===== config.mk =====
export PLATFORM = sky130hd
export DESIGN_NAME = gst_top
export DESIGN_NICKNAME = d
export VERILOG_FILES = /design/src/core/gst_pkg.sv /design/src/core/gst_timer.sv /design/src/core/gst_top.sv
export SDC_FILE = /design/constraint.sdc
export NUM_CORES = 1
export LEC_CHECK = 0
export ABC_CLOCK_PERIOD_IN_PS = 4200
export BUFFER_PORTS_ARGS = -buffer_cell sky130_fd_sc_hd__buf_2
export CORE_MARGIN = 8
export CORE_UTILIZATION = 50
export CTS_CLUSTER_SIZE = 40
export DETAILED_ROUTE_END_ITERATION = 12
export PLACE_DENSITY = 0.7
export SYNTH_ARGS = -nofsm -noshare
export SYNTH_HDL_FRONTEND = slang
export SYNTH_SLANG_ARGS = --single-unit

===== constraint.sdc =====
create_clock -name mclk -period 4.2 [get_ports mclk]
set_clock_uncertainty 0.1 [all_clocks]
set_input_delay 0.42 -clock mclk [delete_from_list [all_inputs] [get_ports mclk]]
set_output_delay 0.42 -clock mclk [all_outputs]
set_load 0.1 [all_outputs]

===== src/core/gst_pkg.sv =====
package gst_pkg;

  // ----------------------------------------------------------------
  // sizes
  // ----------------------------------------------------------------
  localparam int GST_NUM_TMR = 3;
  localparam int GST_ADDR_W  = 8;

  // ----------------------------------------------------------------
  // register offsets (byte addresses)
  // ----------------------------------------------------------------
  localparam logic [7:0] GST_TMR_STRIDE   = 8'h10;
  localparam logic [7:0] GST_OFF_CNT_LO   = 8'h00;
  localparam logic [7:0] GST_OFF_CNT_HI   = 8'h04;
  localparam logic [7:0] GST_OFF_CTRL     = 8'h08;
  localparam logic [7:0] GST_OFF_GATE     = 8'h0c;
  localparam logic [7:0] GST_OFF_INT_STAT = 8'h30;
  localparam logic [7:0] GST_OFF_INT_MASK = 8'h34;
  localparam logic [7:0] GST_OFF_OSC_STAT = 8'h38;

  // ----------------------------------------------------------------
  // reset values and timing counts
  // ----------------------------------------------------------------
  localparam logic [7:0]  GST_CTRL_RST      = 8'h00;
  localparam logic [7:0]  GST_GATE_RST      = 8'h00;
  localparam logic [15:0] GST_CNT_RST       = 16'h0000;
  localparam logic [1:0]  GST_INT_DIV_LAST  = 2'h3;
  localparam logic [10:0] GST_OSC_STABLE    = 11'h400;
  localparam logic [1:0]  GST_RESP_OKAY     = 2'h0;
  localparam logic [1:0]  GST_RESP_SLVERR   = 2'h2;

  // ----------------------------------------------------------------
  // field layouts
  // ----------------------------------------------------------------
  typedef struct packed {
    logic [1:0] reserved;
    logic [1:0] prescale_select;
    logic       ext_clk_sel;
    logic       secondary_osc_enable;
    logic       sync_disable;
    logic       timer_on;
  } gst_ctrl_t;

  typedef struct packed {
    logic       gate_enable_bit;
    logic       gate_polarity_bit;
    logic [3:0] reserved;
    logic [1:0] gate_src_sel;
  } gst_gate_t;

  typedef struct packed {
    gst_ctrl_t ctrl;
    gst_gate_t gate;
  } gst_cfg_t;

  typedef struct packed {
    logic [15:0] count;
    logic        overflow;
    logic        secondary_osc_ready;
  } gst_stat_t;

endpackage


===== src/core/gst_timer.sv =====
`timescale 1ns/100ps
`default_nettype none

module gst_timer (
  input  wire logic           mclk,
  input  wire logic           rstn,
  input  var  gst_pkg::gst_cfg_t cfg,
  input  wire logic           wr_lo,
  input  wire logic           wr_hi,
  input  wire logic [7:0]     wr_data,
  input  wire logic           int_tick,
  input  wire logic           sleep,
  input  wire logic           count_clock,
  input  wire logic           crystal_input_pin,
  input  wire logic           gate_signal,
  input  wire logic [2:0]     gate_int_src,
  output var  gst_pkg::gst_stat_t stat,
  output logic                crystal_output_pin
);

  // ----------------------------------------------------------------
  // state
  // ----------------------------------------------------------------
  typedef struct packed {
    logic [2:0]  sync1;
    logic [2:0]  sync2;
    logic        ext_prev;
    logic        xtal_prev;
    logic        edge_dly;
    logic [2:0]  ps;
    logic [15:0] count;
    logic        ovf;
    logic [10:0] osc_cnt;
    logic        ready;
    logic        xout;
  } gst_tmr_state_t;

  gst_tmr_state_t s;
  gst_tmr_state_t next_s;

  // ----------------------------------------------------------------
  // next state
  // ----------------------------------------------------------------
  always_comb begin
    logic       ext_lvl;
    logic       ext_rise;
    logic       ext_edge;
    logic       clk_edge;
    logic       run_ok;
    logic [3:0] gate_vec;
    logic       gate_lvl;
    logic       gate_ok;
    logic [2:0] ps_mask;
    ext_lvl  = 1'b0;
    ext_rise = 1'b0;
    ext_edge = 1'b0;
    clk_edge = 1'b0;
    run_ok   = 1'b0;
    gate_vec = 4'h0;
    gate_lvl = 1'b0;
    gate_ok  = 1'b0;
    ps_mask  = 3'h0;
    next_s     = s;
    next_s.ovf = 1'b0;
    // pins pass two flops: {gate, crystal, external clock}
    next_s.sync1 = {gate_signal, crystal_input_pin, count_clock};
    next_s.sync2 = s.sync1;
    // crystal replaces the external clock pin when the oscillator runs
    ext_lvl  = cfg.ctrl.secondary_osc_enable ? s.sync2[1] : s.sync2[0];
    ext_rise = ext_lvl & ~s.ext_prev;
    next_s.ext_prev = ext_lvl;
    next_s.edge_dly = ext_rise;
    // unsynchronised path skips the phase-alignment stage
    ext_edge = cfg.ctrl.sync_disable ? ext_rise : s.edge_dly;
    clk_edge = cfg.ctrl.ext_clk_sel ? ext_edge : int_tick;
    // only the asynchronous external path runs in sleep
    run_ok   = ~sleep | (cfg.ctrl.ext_clk_sel & cfg.ctrl.sync_disable);
    gate_vec = {gate_int_src, s.sync2[2]};
    gate_lvl = gate_vec[cfg.gate.gate_src_sel];
    gate_ok  = ~cfg.gate.gate_enable_bit
             | (gate_lvl == cfg.gate.gate_polarity_bit);
    ps_mask  = (3'h1 << cfg.ctrl.prescale_select) - 3'h1;
    if (cfg.ctrl.timer_on && run_ok && gate_ok && clk_edge) begin
      next_s.ps = s.ps + 3'h1;
      if ((s.ps & ps_mask) == ps_mask) begin
        next_s.count = s.count + 16'h0001;
        next_s.ovf   = (s.count == 16'hffff);
      end
    end
    // byte writes load the count and clear the prescaler
    if (wr_lo) begin
      next_s.count[7:0] = wr_data;
      next_s.ps         = 3'h0;
    end
    if (wr_hi) begin
      next_s.count[15:8] = wr_data;
      next_s.ps          = 3'h0;
    end
    // oscillator amplifier and start-up counting
    next_s.xtal_prev = s.sync2[1];
    next_s.xout      = cfg.ctrl.secondary_osc_enable & ~s.sync2[1];
    if (!cfg.ctrl.secondary_osc_enable) begin
      next_s.osc_cnt = 11'h000;
      next_s.ready   = 1'b0;
    end else if (s.sync2[1] && !s.xtal_prev && !s.ready) begin
      next_s.osc_cnt = s.osc_cnt + 11'h001;
      next_s.ready   = (s.osc_cnt == (gst_pkg::GST_OSC_STABLE - 11'h001));
    end
  end

  // ----------------------------------------------------------------
  // registers
  // ----------------------------------------------------------------
  always_ff @(posedge mclk) begin
    if (!rstn) begin
      s       <= '0;
      s.count <= gst_pkg::GST_CNT_RST;
    end else begin
      s <= next_s;
    end
  end

  assign stat.count               = s.count;
  assign stat.overflow            = s.ovf;
  assign stat.secondary_osc_ready = s.ready;
  assign crystal_output_pin       = s.xout;

endmodule

`default_nettype wire


===== src/core/gst_top.sv =====
// The placing of the registers and the AXI4-Lite interface to the registers were chosen for this implementation.
`timescale 1ns/100ps
`default_nettype none

module gst_top (
  input  wire logic        mclk,
  input  wire logic        rstn,
  input  wire logic [7:0]  s_axi_awaddr,
  input  wire logic        s_axi_awvalid,
  output logic             s_axi_awready,
  input  wire logic [31:0] s_axi_wdata,
  input  wire logic [3:0]  s_axi_wstrb,
  input  wire logic        s_axi_wvalid,
  output logic             s_axi_wready,
  output logic [1:0]       s_axi_bresp,
  output logic             s_axi_bvalid,
  input  wire logic        s_axi_bready,
  input  wire logic [7:0]  s_axi_araddr,
  input  wire logic        s_axi_arvalid,
  output logic             s_axi_arready,
  output logic [31:0]      s_axi_rdata,
  output logic [1:0]       s_axi_rresp,
  output logic             s_axi_rvalid,
  input  wire logic        s_axi_rready,
  input  wire logic        sleep,
  input  wire logic [2:0]  count_clock,
  input  wire logic [2:0]  crystal_input_pin,
  output logic [2:0]       crystal_output_pin,
  input  wire logic [2:0]  gate_signal,
  input  wire logic [2:0]  gate_int_src,
  output logic             irq,
  output logic             wake
);

  // ----------------------------------------------------------------
  // state
  // ----------------------------------------------------------------
  typedef struct packed {
    logic                   awready;
    logic                   wready;
    logic                   aw_got;
    logic                   w_got;
    logic [7:0]             awaddr;
    logic [7:0]             wdata;
    logic                   wstrb0;
    logic                   bvalid;
    logic [1:0]             bresp;
    logic                   arready;
    logic                   rvalid;
    logic [31:0]            rdata;
    logic [1:0]             rresp;
    gst_pkg::gst_cfg_t [2:0] cfg;
    logic [2:0]             wr_lo;
    logic [2:0]             wr_hi;
    logic [7:0]             wr_data;
    logic [2:0]             int_status;
    logic [2:0]             int_mask;
    logic [1:0]             int_div;
    logic                   int_tick;
    logic                   irq;
    logic                   wake;
  } gst_top_state_t;

  gst_top_state_t s;
  gst_top_state_t next_s;

  gst_pkg::gst_stat_t [2:0] stat;

  // ----------------------------------------------------------------
  // timer instances
  // ----------------------------------------------------------------
  for (genvar i = 0; i < gst_pkg::GST_NUM_TMR; i++) begin : g_tmr
    gst_timer u_tmr (
      .mclk               (mclk),
      .rstn               (rstn),
      .cfg                (s.cfg[i]),
      .wr_lo              (s.wr_lo[i]),
      .wr_hi              (s.wr_hi[i]),
      .wr_data            (s.wr_data),
      .int_tick           (s.int_tick),
      .sleep              (sleep),
      .count_clock        (count_clock[i]),
      .crystal_input_pin  (crystal_input_pin[i]),
      .gate_signal        (gate_signal[i]),
      .gate_int_src       (gate_int_src),
      .stat               (stat[i]),
      .crystal_output_pin (crystal_output_pin[i])
    );
  end

  // ----------------------------------------------------------------
  // register read decode
  // ----------------------------------------------------------------
  function automatic logic [32:0] rd_decode(
    input logic [7:0]               addr,
    input gst_top_state_t           st,
    input gst_pkg::gst_stat_t [2:0] sv
  );
    logic [32:0] r;
    logic [7:0]  base;
    r = {1'b1, 32'h0000_0000};
    for (int i = 0; i < gst_pkg::GST_NUM_TMR; i++) begin
      base = gst_pkg::GST_TMR_STRIDE * 8'(i);
      if (addr == base + gst_pkg::GST_OFF_CNT_LO) begin
        r = {1'b0, 24'h000000, sv[i].count[7:0]};
      end
      if (addr == base + gst_pkg::GST_OFF_CNT_HI) begin
        r = {1'b0, 24'h000000, sv[i].count[15:8]};
      end
      if (addr == base + gst_pkg::GST_OFF_CTRL) begin
        r = {1'b0, 24'h000000, st.cfg[i].ctrl};
      end
      if (addr == base + gst_pkg::GST_OFF_GATE) begin
        r = {1'b0, 24'h000000, st.cfg[i].gate};
      end
    end
    if (addr == gst_pkg::GST_OFF_INT_STAT) begin
      r = {1'b0, 29'h0000_0000, st.int_status};
    end
    if (addr == gst_pkg::GST_OFF_INT_MASK) begin
      r = {1'b0, 29'h0000_0000, st.int_mask};
    end
    if (addr == gst_pkg::GST_OFF_OSC_STAT) begin
      r = {1'b0, 29'h0000_0000, sv[2].secondary_osc_ready,
           sv[1].secondary_osc_ready, sv[0].secondary_osc_ready};
    end
    return r;
  endfunction

  // ----------------------------------------------------------------
  // next state
  // ----------------------------------------------------------------
  always_comb begin
    logic        aw_have;
    logic        w_have;
    logic [7:0]  waddr;
    logic [7:0]  wbyte;
    logic        wen;
    logic        hit;
    logic [7:0]  base;
    logic [2:0]  clr;
    logic [32:0] rd;
    aw_have = 1'b0;
    w_have  = 1'b0;
    waddr   = 8'h00;
    wbyte   = 8'h00;
    wen     = 1'b0;
    hit     = 1'b0;
    base    = 8'h00;
    clr     = 3'h0;
    rd      = 33'h0_0000_0000;
    next_s       = s;
    next_s.wr_lo = 3'h0;
    next_s.wr_hi = 3'h0;

    // internal count clock: one tick every fourth cycle
    next_s.int_div  = s.int_div + 2'h1;
    next_s.int_tick = (s.int_div == gst_pkg::GST_INT_DIV_LAST);

    // write address and data are taken in either order
    if (s_axi_awvalid && s.awready) begin
      next_s.aw_got = 1'b1;
      next_s.awaddr = s_axi_awaddr;
    end
    if (s_axi_wvalid && s.wready) begin
      next_s.w_got  = 1'b1;
      next_s.wdata  = s_axi_wdata[7:0];
      next_s.wstrb0 = s_axi_wstrb[0];
    end
    aw_have = next_s.aw_got;
    w_have  = next_s.w_got;
    waddr   = {next_s.awaddr[7:2], 2'b00};
    wbyte   = next_s.wdata;
    wen     = next_s.wstrb0;

    if (aw_have && w_have && !s.bvalid) begin
      next_s.aw_got = 1'b0;
      next_s.w_got  = 1'b0;
      next_s.bvalid = 1'b1;
      hit           = 1'b0;
      for (int i = 0; i < gst_pkg::GST_NUM_TMR; i++) begin
        base = gst_pkg::GST_TMR_STRIDE * 8'(i);
        if (waddr == base + gst_pkg::GST_OFF_CNT_LO) begin
          hit             = 1'b1;
          next_s.wr_lo[i] = wen;
        end
        if (waddr == base + gst_pkg::GST_OFF_CNT_HI) begin
          hit             = 1'b1;
          next_s.wr_hi[i] = wen;
        end
        if (waddr == base + gst_pkg::GST_OFF_CTRL) begin
          hit = 1'b1;
          if (wen) begin
            next_s.cfg[i].ctrl          = wbyte;
            next_s.cfg[i].ctrl.reserved = 2'h0;
          end
        end
        if (waddr == base + gst_pkg::GST_OFF_GATE) begin
          hit = 1'b1;
          if (wen) begin
            next_s.cfg[i].gate          = wbyte;
            next_s.cfg[i].gate.reserved = 4'h0;
          end
        end
      end
      if (waddr == gst_pkg::GST_OFF_INT_STAT) begin
        hit = 1'b1;
        clr = wen ? wbyte[2:0] : 3'h0;
      end
      if (waddr == gst_pkg::GST_OFF_INT_MASK) begin
        hit = 1'b1;
        if (wen) begin
          next_s.int_mask = wbyte[2:0];
        end
      end
      if (waddr == gst_pkg::GST_OFF_OSC_STAT) begin
        hit = 1'b1;
      end
      next_s.wr_data = wbyte;
      next_s.bresp   = hit ? gst_pkg::GST_RESP_OKAY : gst_pkg::GST_RESP_SLVERR;
    end else if (s.bvalid && s_axi_bready) begin
      next_s.bvalid = 1'b0;
    end
    next_s.awready = ~next_s.aw_got & ~next_s.bvalid;
    next_s.wready  = ~next_s.w_got & ~next_s.bvalid;

    // read channel
    if (s_axi_arvalid && s.arready) begin
      rd            = rd_decode({s_axi_araddr[7:2], 2'b00}, s, stat);
      next_s.rvalid = 1'b1;
      next_s.rdata  = rd[31:0];
      next_s.rresp  = rd[32] ? gst_pkg::GST_RESP_SLVERR : gst_pkg::GST_RESP_OKAY;
    end else if (s.rvalid && s_axi_rready) begin
      next_s.rvalid = 1'b0;
    end
    next_s.arready = ~next_s.rvalid;

    // sticky overflow flags: a set in the clearing cycle wins
    for (int i = 0; i < gst_pkg::GST_NUM_TMR; i++) begin
      next_s.int_status[i] = (s.int_status[i] & ~clr[i]) | stat[i].overflow;
    end
    next_s.irq  = |(next_s.int_status & next_s.int_mask);
    next_s.wake = sleep & (|(next_s.int_status & next_s.int_mask));
  end

  // ----------------------------------------------------------------
  // registers
  // ----------------------------------------------------------------
  always_ff @(posedge mclk) begin
    if (!rstn) begin
      s <= '0;
      for (int i = 0; i < gst_pkg::GST_NUM_TMR; i++) begin
        s.cfg[i].ctrl <= gst_pkg::GST_CTRL_RST;
        s.cfg[i].gate <= gst_pkg::GST_GATE_RST;
      end
    end else begin
      s <= next_s;
    end
  end

  // ----------------------------------------------------------------
  // outputs
  // ----------------------------------------------------------------
  assign s_axi_awready = s.awready;
  assign s_axi_wready  = s.wready;
  assign s_axi_bvalid  = s.bvalid;
  assign s_axi_bresp   = s.bresp;
  assign s_axi_arready = s.arready;
  assign s_axi_rvalid  = s.rvalid;
  assign s_axi_rdata   = s.rdata;
  assign s_axi_rresp   = s.rresp;
  assign irq           = s.irq;
  assign wake          = s.wake;

endmodule

`default_nettype wire


==> qor.csv, run 1 <==
metric;value;unit
status;completed;
slew_headroom;23.5;%
yosys.area.top_type;dfxtp_1;
clk_pin_slew_worst_paths;0.06;ns
cp.required;4.52;ns
drt-pass1-iter-count;5;
clk_path_buf_depth;3;
netSwitchingPower;1.20;mW
grt_pass1_wl;42900;um
final_max_slew_viol_count;0;
crit_path_max_fanout;15;
synth_seq_cells;213;
arrival;3.20;ns
wl_per_cell;17.7;um
hold_viol_final;0;
synth_area;10200;sq um
setup-violations-final;0;
grt.total_usage;20.3;%
cts_sinks;213;
drt_iter0_drc;720;
avgViaCountPerCell;5.68;
cts_tree;done;
post-route-cell-area;11300;sq um
power_frac_comb;9.2;%
start_util;50.8;%
post-cts-setup-buffers;0;
ioPinCount;118;
critPathCaptureType;register;
synth.most_common_cell;dfxtp_1;
core_area;20200;sq um
synth_flop_cell;dfxtp_1;
antenna_found_initial;0;
grt-ovfl-total;0;
cts_root_buf;clkbuf_16;
p_seq_share;46.0;%
grt_max_degree;54;
max_freq;0.347;GHz
ys.warnings.count;0;
p_clk_share;44.7;%
leakagePower;4.14;nW
syn_area_per_cell;8.62;sq um
yosys.cell_types.count;73;
powerDensity;402;nW/um^2
die_area;25300;sq um
worst_hold_path_type;in -> reg;
postPlaceCellArea;10500;sq um
synthArstFlopShare;0;%
intPower;3.34;mW
path_class;reg -> reg;
rsz0062_at_grt;no;
dp_hpwl;18800;um
die_h;159;um
synthTopCellsByArea;dfxtp_1 42%, a21oi_1 4.7%, nor2_1 4.4%;
p_sw_share;26.5;%
fin_nets;1299;
setup_tns;0;ns
die_w;159;um
routed_wl;26600;um
gp_congestion;0.890;
post-route-util;56.1;%
irDropWorstVdd;376;uV
grt_pass1_vias;8074;
synth_cells;1189;
synth_edf_count;0;
synth-seq-area-share;41.6;%
fin_crit;2.88;ns
worst_slew_pin_slew;1.15;ns
yosysTopAreaCellShare;41.6;%
drv_cap;0;
synthTopCellsByCount;213 x dfxtp_1, 119 x nor2_1, 97 x a21oi_1, 82 x o21ai_0, 81 x nand2_1;
cts-buffers-inserted;23;
rows;52;
layout-drive-gt1-share;11.4;%
antenna_left;0;
syn2layout_area_growth;10.4;%
power.total;4.54;mW
start_kind;register;
post-route-period-util;68.5;%
route.detailed.drc;0;
insertion_delay;0.52;ns
vias;8544;
portBuffers;60;
htree_levels;1;
-- kinds of logic after synthesis --
family	synth area share (%)
mux	5.01
simple gates	22.4
compound gates	16.9
fa+ha+maj	1.22
other cells	0.0366
xor+xnor	6.32
flops	41.6
buf+inv	6.51
-- layout by cell type, fill, tap and decap left out, drive strengths merged, types with 17 or more instances in the layout --
| cell | Yosys | layout |
|---|---|---|
| conb | 1 | 26 |
| a21oi | 98 | 98 |
| mux2i | 31 | 31 |
| and2 | 31 | 31 |
| nand3 | 41 | 41 |
| clkbuf | 40 | 29 |
| nor3 | 46 | 46 |
| nor2 | 119 | 119 |
| dfxtp | 213 | 213 |
| nand4 | 21 | 21 |
| a211oi | 20 | 20 |
| o21ai | 83 | 83 |
| nand2 | 81 | 81 |
| xnor2 | 34 | 34 |
| nor4 | 17 | 17 |
| inv | 31 | 32 |
| buf | 57 | 69 |
| xor2 | 40 | 40 |
| nand2b | 18 | 18 |
-- state kept, by name, indices dropped and copies added (netlist names), 3 cells and up --
name	flops
g_tmr.u_tmr.stat	54
s_axi_rdata	8
s	70
g_tmr.u_tmr.s	57
g_tmr.u_tmr.crystal_output_pin	3
g_tmr.u_tmr.next_s	12
-- path summary, 6_finish.rpt --
kind	start	to	slack (ns)	cells after the start
max	s_axi_awready	s[34]	1.32	7
min	count_clock[0]	g_tmr[0].u_tmr.next_s[36]	0.02	2
max reg2reg	s_axi_awready	s[34]	1.32	7
min reg2reg	s[3]	s[3]	0.32	1
-- metal layers --
layer,up-vias,part of all wire (%),track usage [%]
met1,3983,45,27.1
met3,50,6.9,3.85
li1,4225,-,-
met4,0,3.3,6.86
met2,286,45,32.3
met5,-,0,0
-- power by group through the flow --
| stage | Combinational, mW | Clock, mW | Sequential (mW) |
|---|---|---|---|
| 2_1_floorplan | 0.321 | 0 | 2.15 |
| 3_3_place_gp | 0.408 | 0 | 2.13 |
| 3_5_place_dp | 0.410 | 0 | 2.14 |
| 4_1_cts | 0.415 | 2.06 | 2.09 |
| 5_1_grt | 0.447 | 2.15 | 2.09 |
| 6_report | 0.419 | 2.03 | 2.09 |
-- cell type report --
cell class                 count  area, sq um
fill                        1877         8850
multi-input combinational    873         5410
sequential                   213         4260
clock buffer                  29          628
timing repair buffer          75          428
tap                          270          338
clock inverter                12          129
inverter                      31          116
antenna                        1         2.50
-- critical path, stage by stage, from the launching register on --
cell and delay [ns]:
dfxtp_1 0.43, and2_1 0.50, o21bai_2 0.27, nor4_4 0.29, buf_4 0.24, nor2b_1 0.63, nor2_1 0.09, a211oi_1 0.23
-- what timing repair did --
action | in CTS | in global routing
hold buffers | 6 | 0
resized for setup | 0 | 0
hold endpoints to repair | 6 | 0
-- per-stage QoR --
| step | hold slack, ns | setup slack, ns | std cells |
|---|---|---|---|
| floorplan | 0.299 | 1.44 | 1214 |
| global placement | 0.306 | 1.29 | 1456 |
| detailed placement | 0.319 | 1.22 | 1456 |
| CTS | 0.000453 | 1.32 | 1503 |
| global route | 0.00618 | 0.966 | 1503 |
| finish | 0.0150 | 1.32 | 1504 |
(Power assumes the default switching activity.)
==> run 2: changes to the inputs <==
Settings changed: ABC_CLOCK_PERIOD_IN_PS 4200 to 2500, PLACE_DENSITY 0.7 to 0.73.
Clock period 4.2 ns to 2.5 ns, I/O delays scaled along.
==> run 2 against run 1 <==
Net effect: sequential cell count is the same; total power grew 72%; clock-buffer cell count grew 6; critical path type unchanged; first-iteration DRC count grew 22%; register-to-register slack lost 1.1 ns.
==> qor.csv, run 2 (synthesized netlist as in run 1, its figures left out) <==
metric;value;unit;change
worst_hold_path_type;in -> reg;;unchanged
crit_family;multiplexers;;was simple AND/OR/NAND/NOR gates
regMostFlops;s;;unchanged
drv_cap;0;;unchanged
irDropWorstVdd;582;uV;was 376 uV
die_area;25300;sq um;unchanged
die_h;159;um;unchanged
gp_congestion;0.987;;was 0.890
grt_pass1_wl;44900;um;was 42900 um
portBuffers;60;;unchanged
vias;8940;;was 8544
worst_slew_pin_slew;1.24;ns;was 1.15 ns
path_class;reg -> reg;;unchanged
mostFrequentLayoutCell;dfxtp_1;;unchanged
grt-ovfl-total;0;;unchanged
routed_wl;28000;um;was 26600 um
rsz0062_at_grt;no;;unchanged
start_kind;register;;unchanged
num_antenna_cells;0;;was 1
powerDensity;662;nW/um^2;was 402 nW/um^2
cts_tree;done;;unchanged
max_stage_delay;0.54;ns;was 0.63 ns
start_util;50.8;%;unchanged
setup-violations-final;0;;unchanged
avgViaCountPerCell;5.75;;was 5.68
cp.required;2.79;ns;was 4.52 ns
largest_register_ffs;70;;unchanged
dp_hpwl;20000;um;was 18800 um
core_area;20200;sq um;unchanged
layout-drive-gt1-share;14.2;%;was 11.4%
clk_path_buf_depth;3;;unchanged
cts_root_buf;clkbuf_16;;unchanged
setup_tns;0;ns;unchanged
post-route-util;58.6;%;was 56.1%
hold_viol_final;0;;unchanged
dp_slack;0.218;ns;was 1.22 ns
hold_slack;0.0190;ns;was 0.0150 ns
drt_iter0_drc;878;;was 720
fin_nets;1351;;was 1299
route.detailed.drc;0;;unchanged
slew_headroom;17.4;%;was 23.5%
antenna_left;0;;unchanged
rows;52;;unchanged
fin_crit;2.29;ns;was 2.88 ns
arrival;2.58;ns;was 3.20 ns
insertion_delay;0.53;ns;was 0.52 ns
wl_per_cell;18.0;um;was 17.7 um
layout_common_cells;211 x dfxtp_1, 119 x nor2_1, 97 x a21oi_1, 82 x o21ai_0, 81 x nand2_1;;was 213 x dfxtp_1, 119 x nor2_1, 97 x a21oi_1, 82 x o21ai_0, 81 x nand2_1
setup_ws;0.212;ns;was 1.32 ns
grt.total_usage;21.3;%;was 20.3%
cts-buffers-inserted;23;;unchanged
ioPinCount;118;;unchanged
slowest_stage;mux4_2;;was nor2b_1
clk_pin_slew_worst_paths;0.06;ns;about the same
cts_sinks;213;;unchanged
grt_pass1_vias;8440;;was 8074
timing.critical_path.cells;mux4_2, xnor2_1, o221ai_2, buf_12, nor4_1, xnor2_1, a21oi_1;;was and2_1, o21bai_2, nor4_4, buf_4, nor2b_1, nor2_1, a211oi_1
drt-pass1-iter-count;5;;unchanged
max_freq;0.437;GHz;was 0.347 GHz
syn2layout_area_growth;15.3;%;was 10.4%
post-route-period-util;91.5;%;was 68.5%
leakagePower;4.41;nW;was 4.14 nW
final_max_slew_viol_count;0;;unchanged
critPathCaptureType;register;;unchanged
htree_levels;1;;unchanged
die_w;159;um;unchanged
antenna_found_initial;0;;unchanged
crit_path_frequent_cell;xnor2_1;;
grt_max_degree;42;;was 54
crit_buf_inv;1;;unchanged
crit_path_max_fanout;18;;was 15
status;completed;;unchanged
## run 2: cell count changes in the layout (fill, tap and decap cells not counted)
cell / change
buf_12: +2
clkbuf_8: +5
diode_2: -1
clkinv_2: -6
nor4_1: -1
buf_4: +37
dfxtp_2: +2
clkinv_4: -1
nor4_2: +1
dlygate4sd3_1: +13
clkbuf_1: +1
clkinvlp_4: +1
dfxtp_1: -2
## run 2: report_power, final
part | internal [mW] | switching [mW]
sequential | 3.45 | 0.0628
clock | 2.14 | 1.39
combinational | 0.205 | 0.560
## run 2: final timing paths
path | start | endpoint | slack (ns) | cells past startpoint
worst min-delay path | s_axi_wvalid | s_axi_wready | 0.02 | 3
worst min register to register | g_tmr[1].u_tmr.s[35] | g_tmr[1].u_tmr.s[33] | 0.32 | 1
worst max register to register | s[26] | g_tmr[0].u_tmr.stat[15] | 0.21 | 7
worst max-delay path | s[26] | g_tmr[0].u_tmr.stat[15] | 0.21 | 7
## run 2: routing by layer
layer | GRT usage [%] | part of all wire [%]
met1 | 28.0 | 43
met5 | 0 | 0
met4 | 8.75 | 4.1
met3 | 3.67 | 7.4
met2 | 34.2 | 46
## run 2: worst register-to-register path, delay by kind of cell, from the launching register on
kind | cells | cell delay, ns
buffers and inverters | 1 | 0.19
XOR/XNOR | 2 | 0.36
AND/OR/NAND/NOR | 1 | 0.35
AO/OA/AOI/OAI | 2 | 0.24
flip-flops | 1 | 0.38
multiplexers | 1 | 0.54
## run 2: through the flow
stage / instances / area [sq um] / power [mW]
2_1_floorplan: 1214 / 10300 / 4.15
3_3_place_gp: 1495 / 10800 / 4.31
3_5_place_dp: 1495 / 10800 / 4.32
6_report: 1555 / 11800 / 7.82
4_1_cts: 1555 / 11800 / 7.86
5_1_grt: 1555 / 11800 / 8.06
## run 2: what timing repair did
action | CTS | global route
endpoints found under the setup margin | 0 | 1
hold endpoints to repair | 22 | 0
hold buffers | 19 | 0
setup buffers | 0 | 0
resized for setup | 0 | 1
## run 2: layout make-up
class / instances / area [sq um]
fillers: 1808 / 8360
repair buffers: 127 / 876
clock inverters: 6 / 97.6
clock buffers: 35 / 701
well taps: 270 / 338
multi-input cells: 873 / 5420
inverters: 31 / 116
flip-flops and latches: 213 / 4270
==> run 3: changes to the inputs <==
--- a/config.mk
+++ b/config.mk
@@ -13,4 +13,5 @@
 export DETAILED_ROUTE_END_ITERATION = 12
 export PLACE_DENSITY = 0.73
+export SLEW_MARGIN = 25
 export SYNTH_ARGS = -nofsm -noshare
 export SYNTH_HDL_FRONTEND = slang
--- a/constraint.sdc
+++ b/constraint.sdc
@@ -3,3 +3,3 @@
 set_input_delay 0.25 -clock mclk [delete_from_list [all_inputs] [get_ports mclk]]
 set_output_delay 0.25 -clock mclk [all_outputs]
-set_load 0.1 [all_outputs]
+set_load 0.01 [all_outputs]
==> run 3 against run 2 <==
Net effect: core utilization unchanged; first-iteration DRC count shrank 4.8%; die area is the same; wire length down 1.1%; worst setup slack got worse by 0.050 ns; maximum frequency down 2.1%.
==> qor.csv, run 3 (synthesized netlist as in run 1, its figures left out) <==
metric;value;unit;change
arrival;2.61;ns;was 2.58 ns
clk_pin_slew_worst_paths;0.06;ns;about the same
leakagePower;4.40;nW;was 4.41 nW
worstHoldPathCells;3;;unchanged
reg2reg_depth;7;;unchanged
rows;52;;unchanged
cp.required;2.77;ns;was 2.79 ns
start_util;50.8;%;unchanged
path_class;reg -> reg;;unchanged
drt-pass1-iter-count;5;;unchanged
gp_congestion;0.916;;was 0.987
final_max_slew_viol_count;0;;unchanged
max_freq;0.428;GHz;was 0.437 GHz
clk_path_buf_depth;3;;unchanged
hold_viol_final;0;;unchanged
slowest_stage;dfxtp_1;;was mux4_2
antenna_left;0;;unchanged
critPathCaptureType;register;;unchanged
worst_hold_path_type;in -> reg;;unchanged
ioPinCount;118;;unchanged
routed_wl;27700;um;was 28000 um
die_area;25300;sq um;unchanged
grt_max_degree;60;;was 42
layout-drive-gt1-share;14.0;%;was 14.2%
layout_common_cells;213 x dfxtp_1, 119 x nor2_1, 97 x a21oi_1, 82 x o21ai_0, 81 x nand2_1;;was 211 x dfxtp_1, 119 x nor2_1, 97 x a21oi_1, 82 x o21ai_0, 81 x nand2_1
mostFrequentLayoutCell;dfxtp_1;;unchanged
avgViaCountPerCell;5.72;;was 5.75
wl_per_cell;17.9;um;was 18.0 um
grt.total_usage;21.2;%;was 21.3%
irDropWorstVdd;549;uV;was 582 uV
cts_tree;done;;unchanged
cts-buffers-inserted;24;;was 23
max_stage_delay;0.44;ns;was 0.54 ns
crit_buf_inv;1;;unchanged
drt_iter0_drc;836;;was 878
fin_crit;2.34;ns;was 2.29 ns
worst_slew_pin_slew;0.703;ns;was 1.24 ns
drv_cap;0;;unchanged
start_kind;register;;unchanged
post-cts-setup-buffers;0;;unchanged
vias;8878;;was 8940
setup_tns;0;ns;unchanged
dp.cells;1491;;was 1495
crit_family;simple AND/OR/NAND/NOR gates;;was multiplexers
portBuffers;60;;unchanged
dp_hpwl;19800;um;was 20000 um
dp_slack;0.222;ns;was 0.218 ns
cts_sinks;213;;unchanged
core_area;20200;sq um;unchanged
slew_headroom;52.8;%;was 17.4%
route.detailed.drc;0;;unchanged
rsz0062_at_grt;no;;unchanged
grt-ovfl-total;0;;unchanged
antenna_found_initial;1;;was 0
fin_nets;1348;;was 1351
status;completed;;unchanged
power.total;7.64;mW;was 7.82 mW
postPlaceCellArea;10800;sq um;about the same
die_h;159;um;unchanged
num_antenna_cells;0;;unchanged
grt_pass1_wl;44700;um;was 44900 um
timing.critical_path.cells;and2_1, o21bai_2, buf_4, nor3_1, a31oi_1, o21ai_0, nand3_1;;was mux4_2, xnor2_1, o221ai_2, buf_12, nor4_1, xnor2_1, a21oi_1
post-route-util;58.6;%;unchanged
setup-violations-final;0;;unchanged
fin_cells;1552;;was 1555
post-route-cell-area;11800;sq um;unchanged
crit_path_max_fanout;9;;was 18
syn2layout_area_growth;15.3;%;unchanged
regMostFlops;s;;unchanged
powerDensity;647;nW/um^2;was 662 nW/um^2
insertion_delay;0.52;ns;was 0.53 ns
grt_pass1_vias;8502;;was 8440
path_depth;7;;unchanged
htree_levels;1;;unchanged
largest_register_ffs;70;;unchanged
post-route-period-util;93.5;%;was 91.5%
setup_ws;0.162;ns;was 0.212 ns
die_w;159;um;unchanged
hold_slack;0.0235;ns;was 0.0190 ns
cts_root_buf;clkbuf_16;;unchanged
[run 3: changes by cell type in the layout (fill, tap and decap cells not counted), moves of 2 or more]
cell,change
clkbuf_8,+2
dfxtp_2,-2
clkbuf_16,+2
buf_4,-4
dfxtp_1,+2
[run 3: power breakdown]
part | internal (mW) | switching [mW] | total, mW
sequential | 3.45 | 0.0621 | 3.52
combinational | 0.202 | 0.328 | 0.530
clock | 2.21 | 1.38 | 3.59
total | 5.87 | 1.77 | 7.64
[run 3: routing by layer]
| metal | up-vias | track usage (%) | part of all wire (%) |
|---|---|---|---|
| met3 | 81 | 3.72 | 7.0 |
| li1 | 4317 | - | - |
| met4 | 0 | 9.86 | 4.5 |
| met2 | 350 | 34.4 | 46 |
| met1 | 4130 | 26.9 | 43 |
| met5 | - | 0 | 0 |
[run 3: repair_timing]
item,CTS,global route
gates resized for setup,0,1
hold endpoints to repair,19,0
hold buffers,19,0
endpoints found under the setup margin,0,1
[run 3: path summary, 6_finish.rpt]
path                                startpoint     end  slack, ns
worst max-delay path             s_axi_awready     irq       0.16
worst min-delay path            s_axi_wdata[3]  s[116]       0.02
worst max register to register   s_axi_awready     irq       0.16
worst min register to register            s[3]    s[3]       0.32
[run 3: final cells by class]
type / instances / area (sq um)
Clock buffer: 38 / 774
Clock inverter: 4 / 50.0
Fill cell: 1807 / 8360
Inverter: 31 / 116
Multi-Input combinational cell: 873 / 5420
Sequential cell: 213 / 4260
Tap cell: 270 / 338
Timing Repair Buffer: 123 / 846
[run 3: worst register-to-register path: cells and delay by family (launching register included)]
kind,cells,cell delay [ns]
AND/OR/NAND/NOR,3,0.97
AO/OA/AOI/OAI,3,0.50
flip-flops,1,0.44
buffers and inverters,1,0.18
